[config.mk]
export PLATFORM = sky130hd
export DESIGN_NAME = watchdog_down_counter
export DESIGN_NICKNAME = d
export VERILOG_FILES = /design/src/verilog/wdt_prescaler.v /design/src/verilog/watchdog_down_counter.v
export VERILOG_INCLUDE_DIRS = /design/src /design/src/verilog
export SDC_FILE = /design/constraint.sdc
export NUM_CORES = 1
export LEC_CHECK = 0
export BUFFER_PORTS_ARGS = -buffer_cell sky130_fd_sc_hd__buf_2
export CAP_MARGIN = 20
export CORE_ASPECT_RATIO = 0.6
export CORE_MARGIN = 2
export CORE_UTILIZATION = 55
export CTS_BUF_LIST = sky130_fd_sc_hd__clkbuf_4 sky130_fd_sc_hd__clkbuf_8
export DETAILED_ROUTE_END_ITERATION = 8
export PLACE_DENSITY = 0.81
export SLEW_MARGIN = 10
export SYNTH_ARGS = -nofsm -noshare
export SYNTH_HDL_FRONTEND = slang
export SYNTH_HIERARCHICAL = 1
export SYNTH_SLANG_ARGS = --single-unit
[constraint.sdc]
create_clock -name i_sys_clk -period 2.65 [get_ports i_sys_clk]
set_input_delay 0.1325 -clock i_sys_clk [delete_from_list [all_inputs] [get_ports i_sys_clk]]
set_output_delay 0.1325 -clock i_sys_clk [all_outputs]
set_load 0.03 [all_outputs]
[src/verilog/wdt_defs.vh]
// Constants shared by the watchdog down counter and its prescaler
`ifndef WDT_DEFS_VH
`define WDT_DEFS_VH

// Register reset values
`define WDT_CTRL_RESET 16'h00E9
`define WDT_LOAD_RESET 16'h0400
`define WDT_COUNT_RESET 16'h1000
`define WDT_STATUS_RESET 16'h0020

// Counter constants
`define WDT_FIXED_START 16'h1000
`define WDT_COUNT_ONE 16'h0001
`define WDT_COUNT_ZERO 16'h0000
`define WDT_SERVICE_WORD 16'hCCCC

// Control field positions and writable mask
`define WDT_BIT_FREEZE 0
`define WDT_BIT_IRQ_SEL 1
`define WDT_PRE_LO 2
`define WDT_PRE_HI 3
`define WDT_BIT_ENABLE 5
`define WDT_BIT_MODE 6
`define WDT_CTRL_MASK 16'h006F

// Prescaler select codes and last count of each division
`define WDT_PRE_DIV1 2'h0
`define WDT_PRE_DIV16 2'h1
`define WDT_PRE_DIV256 2'h2
`define WDT_PRE_DIV4096 2'h3
`define WDT_PRE_LAST1 12'h000
`define WDT_PRE_LAST16 12'h00F
`define WDT_PRE_LAST256 12'h0FF
`define WDT_PRE_LAST4096 12'hFFF
`define WDT_PRE_ZERO 12'h000
`define WDT_PRE_ONE 12'h001

// Status bit positions
`define WDT_ST_IRQ 0
`define WDT_ST_CLR_SYNC 1
`define WDT_ST_LOAD_SYNC 2
`define WDT_ST_CTRL_SYNC 3
`define WDT_ST_FROZEN 4
`define WDT_ST_ENABLED 5
`define WDT_ST_LOCKED 6

`endif

[src/verilog/wdt_prescaler.v]
// Prescaler that turns oscillator ticks into counter decrements
`timescale 1ns/1ps
`default_nettype none
`include "wdt_defs.vh"

module wdt_prescaler (
  input wire i_sys_clk,
  input wire i_reset,
  input wire i_lf_tick,
  input wire i_run,
  input wire i_restart,
  input wire [1:0] i_sel,
  output reg o_dec
);

  reg [11:0] div_q;
  reg [11:0] last;

  always @* begin
    case (i_sel)
      `WDT_PRE_DIV1: last = `WDT_PRE_LAST1;
      `WDT_PRE_DIV16: last = `WDT_PRE_LAST16;
      `WDT_PRE_DIV256: last = `WDT_PRE_LAST256;
      `WDT_PRE_DIV4096: last = `WDT_PRE_LAST4096;
      default: last = `WDT_PRE_LAST256;
    endcase
  end

  always @(posedge i_sys_clk or posedge i_reset) begin
    if (i_reset) begin
      div_q <= `WDT_PRE_ZERO;
      o_dec <= 1'b0;
    end else if (i_restart) begin
      div_q <= `WDT_PRE_ZERO;
      o_dec <= 1'b0;
    end else if (i_lf_tick && i_run) begin
      if (div_q >= last) begin
        div_q <= `WDT_PRE_ZERO;
        o_dec <= 1'b1;
      end else begin
        div_q <= div_q + `WDT_PRE_ONE;
        o_dec <= 1'b0;
      end
    end else begin
      o_dec <= 1'b0;
    end
  end

endmodule
`default_nettype wire

[src/verilog/watchdog_down_counter.v]
// Prescaled 16-bit watchdog down counter with service word and lock
//
// How it works
// - Sixteen-bit down counter, prescaled by 1, 16, 256 or 4096.
// - Counter paced by oscillator ticks, running only while enabled and not frozen.
// - Counting never depends on boot or download mode.
// - Expiry gives reset pulse, or interrupt when interrupt-select bit 1 set.
// - Writing service word CCCC clears a pending interrupt.
// - After reset load is 0400 and the watchdog is enabled.
// - Periodic timeout period is prescale times load plus one ticks.
// - Setting enable locks control and load until power cycle.
// - Before locking, control and load may change freely; disable stops.
// - Fixed mode counts 1000 down to zero and wraps to 1000.
// - Periodic mode uses load value and prescaler field bits 3:2.
// - Reaching zero raises the selected timeout action.
// - Correct service reloads counter and starts a new period.
// - Wrong service word raises the timeout action at once.
// - Freeze bit holds the count while the core is halted.
// - First control write with enable clear resets and disables.
// - Later write setting enable restarts from 1000 or load.
// - Load write in periodic mode moves value into the counter.
// - Prescale codes 00, 01, 10, 11 give divide 1, 16, 256, 4096.
// - Writes cross into tick timing; busy bits show pending writes.
`timescale 1ns/1ps
`default_nettype none
`include "wdt_defs.vh"

module watchdog_down_counter (
  input wire i_sys_clk,
  input wire i_reset,
  input wire i_lf_tick,
  input wire i_core_halted,
  input wire i_ctrl_wr,
  input wire [15:0] i_ctrl_wdata,
  input wire i_load_wr,
  input wire [15:0] i_load_wdata,
  input wire i_clear_wr,
  input wire [15:0] i_clear_wdata,
  output reg [15:0] o_wdt_control,
  output reg [15:0] o_wdt_load_value,
  output reg [15:0] o_wdt_current_count,
  output reg [15:0] o_wdt_status,
  output reg o_wdt_reset_req,
  output reg o_wdt_irq
);

  // Lock states
  localparam [1:0] ST_INIT = 2'b00;
  localparam [1:0] ST_OPEN = 2'b01;
  localparam [1:0] ST_LOCKED = 2'b10;

  reg [1:0] state_q;
  reg [1:0] state_d;

  reg [15:0] ctrl_d;
  reg [15:0] load_d;
  reg [15:0] count_d;
  reg [15:0] status_d;
  reg reset_req_d;
  reg irq_d;

  // Writes waiting for the next oscillator tick
  reg ctrl_pend_q;
  reg load_pend_q;
  reg clr_pend_q;
  reg [15:0] ctrl_buf_q;
  reg [15:0] load_buf_q;
  reg [15:0] clr_buf_q;

  wire apply_tick;
  wire apply_ctrl;
  wire apply_load;
  wire apply_clr;
  wire good_service;
  wire enabled;
  wire periodic;
  wire irq_sel;
  wire frozen;
  wire run;
  wire dec;
  wire restart_pre;
  wire new_enable;
  wire new_periodic;
  wire [15:0] reload_value;
  wire [15:0] new_ctrl;

  reg fire;

  assign enabled = o_wdt_control[`WDT_BIT_ENABLE];
  assign periodic = o_wdt_control[`WDT_BIT_MODE];
  assign irq_sel = o_wdt_control[`WDT_BIT_IRQ_SEL];

  assign apply_tick = i_lf_tick;
  assign apply_ctrl = apply_tick && ctrl_pend_q && (state_q != ST_LOCKED);
  assign apply_load = apply_tick && load_pend_q && (state_q != ST_LOCKED);
  assign apply_clr = apply_tick && clr_pend_q;
  assign good_service = (clr_buf_q == `WDT_SERVICE_WORD);

  assign new_ctrl = ctrl_buf_q & `WDT_CTRL_MASK;
  assign new_enable = new_ctrl[`WDT_BIT_ENABLE];
  assign new_periodic = new_ctrl[`WDT_BIT_MODE];

  assign reload_value = periodic ? o_wdt_load_value : `WDT_FIXED_START;

  assign frozen = o_wdt_control[`WDT_BIT_FREEZE] && i_core_halted;
  assign run = enabled && !frozen;
  // Restarting the divider keeps a fresh period exactly prescale long
  assign restart_pre = apply_ctrl || apply_load || apply_clr;

  wdt_prescaler u_prescaler (
    .i_sys_clk(i_sys_clk),
    .i_reset(i_reset),
    .i_lf_tick(i_lf_tick),
    .i_run(run),
    .i_restart(restart_pre),
    .i_sel(o_wdt_control[`WDT_PRE_HI:`WDT_PRE_LO]),
    .o_dec(dec)
  );

  // Pending write capture; a new write beats the apply clear
  always @(posedge i_sys_clk or posedge i_reset) begin
    if (i_reset) begin
      ctrl_pend_q <= 1'b0;
      load_pend_q <= 1'b0;
      clr_pend_q <= 1'b0;
      ctrl_buf_q <= `WDT_CTRL_RESET;
      load_buf_q <= `WDT_LOAD_RESET;
      clr_buf_q <= `WDT_SERVICE_WORD;
    end else begin
      if (i_ctrl_wr) begin
        ctrl_pend_q <= 1'b1;
        ctrl_buf_q <= i_ctrl_wdata;
      end else if (apply_tick) begin
        ctrl_pend_q <= 1'b0;
      end
      if (i_load_wr) begin
        load_pend_q <= 1'b1;
        load_buf_q <= i_load_wdata;
      end else if (apply_tick) begin
        load_pend_q <= 1'b0;
      end
      if (i_clear_wr) begin
        clr_pend_q <= 1'b1;
        clr_buf_q <= i_clear_wdata;
      end else if (apply_tick) begin
        clr_pend_q <= 1'b0;
      end
    end
  end

  // Lock sequence, control and load update
  always @* begin
    state_d = state_q;
    ctrl_d = o_wdt_control;
    load_d = o_wdt_load_value;
    if (apply_ctrl) begin
      ctrl_d = new_ctrl;
      case (state_q)
        ST_INIT: begin
          state_d = new_enable ? ST_LOCKED : ST_OPEN;
        end
        ST_OPEN: begin
          state_d = new_enable ? ST_LOCKED : ST_OPEN;
        end
        ST_LOCKED: begin
          state_d = ST_LOCKED;
        end
        default: begin
          state_d = ST_LOCKED;
        end
      endcase
    end
    if (apply_load) begin
      load_d = load_buf_q;
    end
  end

  // Counter and timeout action
  always @* begin
    count_d = o_wdt_current_count;
    fire = 1'b0;
    if (apply_ctrl) begin
      if (new_enable) begin
        if (new_periodic) begin
          count_d = apply_load ? load_buf_q : o_wdt_load_value;
        end else begin
          count_d = `WDT_FIXED_START;
        end
      end else begin
        count_d = `WDT_COUNT_RESET;
      end
    end else if (apply_load && periodic) begin
      count_d = load_buf_q;
    end else if (apply_clr) begin
      if (good_service) begin
        count_d = reload_value;
      end else begin
        fire = 1'b1;
      end
    end else if (dec) begin
      if (o_wdt_current_count == `WDT_COUNT_ZERO) begin
        count_d = reload_value;
      end else begin
        count_d = o_wdt_current_count - `WDT_COUNT_ONE;
        if (o_wdt_current_count == `WDT_COUNT_ONE) begin
          fire = 1'b1;
        end
      end
    end
  end

  // Action routing; a new timeout beats a service clear
  always @* begin
    reset_req_d = 1'b0;
    irq_d = o_wdt_irq;
    if (apply_clr && good_service) begin
      irq_d = 1'b0;
    end
    if (fire) begin
      if (irq_sel) begin
        irq_d = 1'b1;
      end else begin
        reset_req_d = 1'b1;
      end
    end
  end

  // Status word
  always @* begin
    status_d = `WDT_COUNT_ZERO;
    status_d[`WDT_ST_IRQ] = irq_d;
    status_d[`WDT_ST_CLR_SYNC] = i_clear_wr || (clr_pend_q && !apply_tick);
    status_d[`WDT_ST_LOAD_SYNC] = i_load_wr ||
      (load_pend_q && !apply_tick);
    status_d[`WDT_ST_CTRL_SYNC] = i_ctrl_wr ||
      (ctrl_pend_q && !apply_tick);
    status_d[`WDT_ST_FROZEN] = ctrl_d[`WDT_BIT_FREEZE] && i_core_halted;
    status_d[`WDT_ST_ENABLED] = ctrl_d[`WDT_BIT_ENABLE];
    status_d[`WDT_ST_LOCKED] = (state_d == ST_LOCKED);
  end

  always @(posedge i_sys_clk or posedge i_reset) begin
    if (i_reset) begin
      state_q <= ST_INIT;
      o_wdt_control <= `WDT_CTRL_RESET;
      o_wdt_load_value <= `WDT_LOAD_RESET;
      o_wdt_current_count <= `WDT_COUNT_RESET;
      o_wdt_status <= `WDT_STATUS_RESET;
      o_wdt_reset_req <= 1'b0;
      o_wdt_irq <= 1'b0;
    end else begin
      state_q <= state_d;
      o_wdt_control <= ctrl_d;
      o_wdt_load_value <= load_d;
      o_wdt_current_count <= count_d;
      o_wdt_status <= status_d;
      o_wdt_reset_req <= reset_req_d;
      o_wdt_irq <= irq_d;
    end
  end

endmodule
`default_nettype wire

==> impl_metrics.toml <==
[global_routing]
grt_max_degree = 52
grt_overflow = 0
antenna_found_initial = 0
track_usage_pct = 26.60
grt_pass1_vias = 4252
grt_pass1_wl_mm = 21.07

[layout]
final_cell_mix = "buf_2, nand2_1, dfrtp_1, nor2_1"
n_antenna_cell = 0
syn2layout_area_growth_pct = 21.53
nFillCells = 698
nets = 714
final_cell_area_um2 = 6342
mostFrequentLayoutCell = "buf_2"
layout.cells.non_filler = 780
post_route_cells_drive_above_1_share_pct = 29.54

[sta]
fin_ws_ps = 256.9
hold_viol = 0
grt_setup_unrepaired = "no"
setup_viol = 0
fin_tns_setup_ps = 0
fin_crit_sh_pct = 90.31
tightest_slew_ps = 714.3
maxSlewViolCount = 0
clock_skew_ps = 22.09
slew_headroom_pct = 52.38
period_minus_slack_ps = 2393
max_freq_mhz = 417.9

[synth]
avgSynthCellArea_um2 = 10.13
synth-warning-count = 6
ys_ff_latch = 102
syn_inst = 515
synth_cell_type_count = 64
async_reset_ff_share_pct = 100.0
ys_top_cells_by_area = "dfrtp_1, dfstp_2, mux2_2, nand2_1, ha_1"
netlist_area_um2 = 5219
synth_edf_count = 0
yosysSeqAreaShare_pct = 49.39
yosysTopAreaCell = "dfrtp_1"
synth_top_area_share_pct = 39.32
synthFlopType = "dfrtp_1"

[routing]
vias_per_cell = 5.724
avgRoutedWirePerCell_um = 17.02
drt_iter0_drc = 413
drt_first_pass_iters = 5
route.met2.wl_mm = 5.771
m1WireLength_mm = 6.137
drc = 0
drtAntennaViolNets = 0
highest_layer = "met4"
vias = 4465
routed-wl-met3_mm = 1.102
drt_wl_total_mm = 13.27

[cts]
root_buffer = "clkbuf_8"
clk_pin_slew_ps = 100
h-tree-depth = 3
cts.sink_count = 102
cts_max_path_buffers = 2
cts_tree = "yes"
cts_setup_buffers = 0
numCtsBuffers = 9
clk_latency_ps = 380

[floorplan]
core-area_um2 = 9189
fp.dieH_um = 79.46
die_w_um = 129.8
rows = 27
io_pins = 121
start_util_pct = 56.79
dieArea_um2 = 10310

[worst_setup_path]
startpoint_type = "flop"
slowest_delay_ps = 450
path_delay_family = "compound AO/OA/AOI/OAI gates"
cp_slowest_cell = "dfrtp_1"
cp.arrival_ps = 2720
crit_chain = "nor2_1 > inv_1 > ha_1 > nand2b_1 > a221o_1 > a311oi_2 > a21boi_2 > a32o_1"
crit_buf_inv = 1
worstSetupEndpointType = "flop"
criticalPathCategory = "flop to flop"
crit_path_max_fanout = 5
crit_required_ps = 2970

[power]
pwr-share-comb_pct = 43.2
p_leak_nw = 2.953
p_per_area_nw_per_um2 = 917.1
clkPwrFrac_pct = 16.2
internal-power_mw = 3.243
power_frac_seq_pct = 40.6
switching_power_mw = 2.573
p_sw_share_pct = 44.24
vdd_drop_max_mv = 0.4963

[placed_design]
place.gp.congestion = 0.9402
place_area_um2 = 5768
dpl.cell_count = 726
portBuffers = 92
dp_hpwl_mm = 9.455
pre_cts_slack_ps = 164.1

[outcome]
status = "complete, no violations"

[run]
drv_cap = 0

[worst_hold_path]
hold_path_class = "input port to flop"
registers in the layout, summed over array words and instances, names as in the netlist, 2 cells and up:
signal / cells
state_q: 2
clr_buf_q: 16
ctrl_buf_q: 6
load_buf_q: 16
o_wdt_load_value: 16
o_wdt_control: 6
o_wdt_current_count: 16
u_prescaler/div_q: 12
o_wdt_status: 7
worst reg2reg max path, stage by stage, from the launching register on:
cell and delay [ps]:
dfrtp_1 450, nor2_1 200, inv_1 70, ha_1 300, nand2b_1 140, a221o_1 360
a311oi_2 300, a21boi_2 310, a32o_1 210
power groups by stage:
stage	clock [mW]	combinational, mW	sequential, mW
2_1_floorplan	0	1.17	2.87
3_3_place_gp	0	2.35	2.35
3_5_place_dp	0	2.43	2.37
4_1_cts	0.958	2.48	2.34
5_1_grt	1.02	2.70	2.41
6_report	0.941	2.51	2.36
routing by layer:
| layer | vias to the layer above | global-route usage, % |
|---|---|---|
| met1 | 2170 | 37.56 |
| met4 | 0 | 7.742 |
| met3 | 28 | 8.043 |
| met5 | - | 0 |
| met2 | 218 | 39.84 |
| li1 | 2049 | - |
cell type report:
| type | count | area, um^2 | share of cell area [%] |
|---|---|---|---|
| Clock buffer | 13 | 166.4 | 2.624 |
| Clock inverter | 3 | 18.77 | 0.2959 |
| Inverter | 13 | 50.05 | 0.7891 |
| Multi-Input combinational cell | 376 | 2416 | 38.09 |
| Sequential cell | 102 | 2577 | 40.64 |
| Tap cell | 130 | 162.7 | 2.565 |
| Timing Repair Buffer | 143 | 950.9 | 14.99 |
worst paths after layout:
check / slack (ps) / start / to / cells past startpoint
hold reg to reg: 480 / o_wdt_control[1] / o_wdt_reset_req / 1
hold / removal: 20 / i_clear_wdata[12] / clr_buf_q[12] / 2
setup / recovery: 260 / o_wdt_control[2] / u_prescaler/div_q[4] / 8
setup reg to reg: 260 / o_wdt_control[2] / u_prescaler/div_q[4] / 8
max in group asynchronous: 1500 / i_reset / o_wdt_control[6] / 4
min in group asynchronous: 340 / i_reset / u_prescaler/div_q[4] / 3
kinds of logic after synthesis:
logic type,Yosys count,synth area share (%)
AO/OA/AOI/OAI,94,12.87
adder cells (fa/ha/maj),14,3.357
AND/OR/NAND/NOR,198,18.03
multiplexers,39,8.391
flip-flops,102,49.39
XOR/XNOR,13,2.182
buffers and inverters,54,5.706
other,1,0.07186
Yosys cell counts, types with 13 or more instances:
library cell,n
dfstp_2,20
ha_1,14
dfrtp_1,82
nand2_1,87
a21oi_1,13
nor2_1,39
inv_1,13
buf_4,22
mux2_2,38
nand3_1,19
o21ai_0,17
timing repair:
item | in CTS | in global routing
endpoints found under the setup margin | 0 | 1
gates resized for setup | 0 | 1
hold buffers | 38 | 0
hold endpoints to repair | 79 | 0
through the flow:
step / power (mW) / hold slack [ps] / utilization, %
after detailed placement: 4.805 / 217.1 / 62.77
final: 5.816 / 16.68 / 69.02
after floorplan: 4.041 / 9.459 / -
after global routing: 6.130 / 9.450 / 69.02
after CTS: 5.787 / 8.854 / 68.93
after global placement: 4.706 / 200.4 / 62.77
Note: power is estimated with default switching activity, not from simulation.
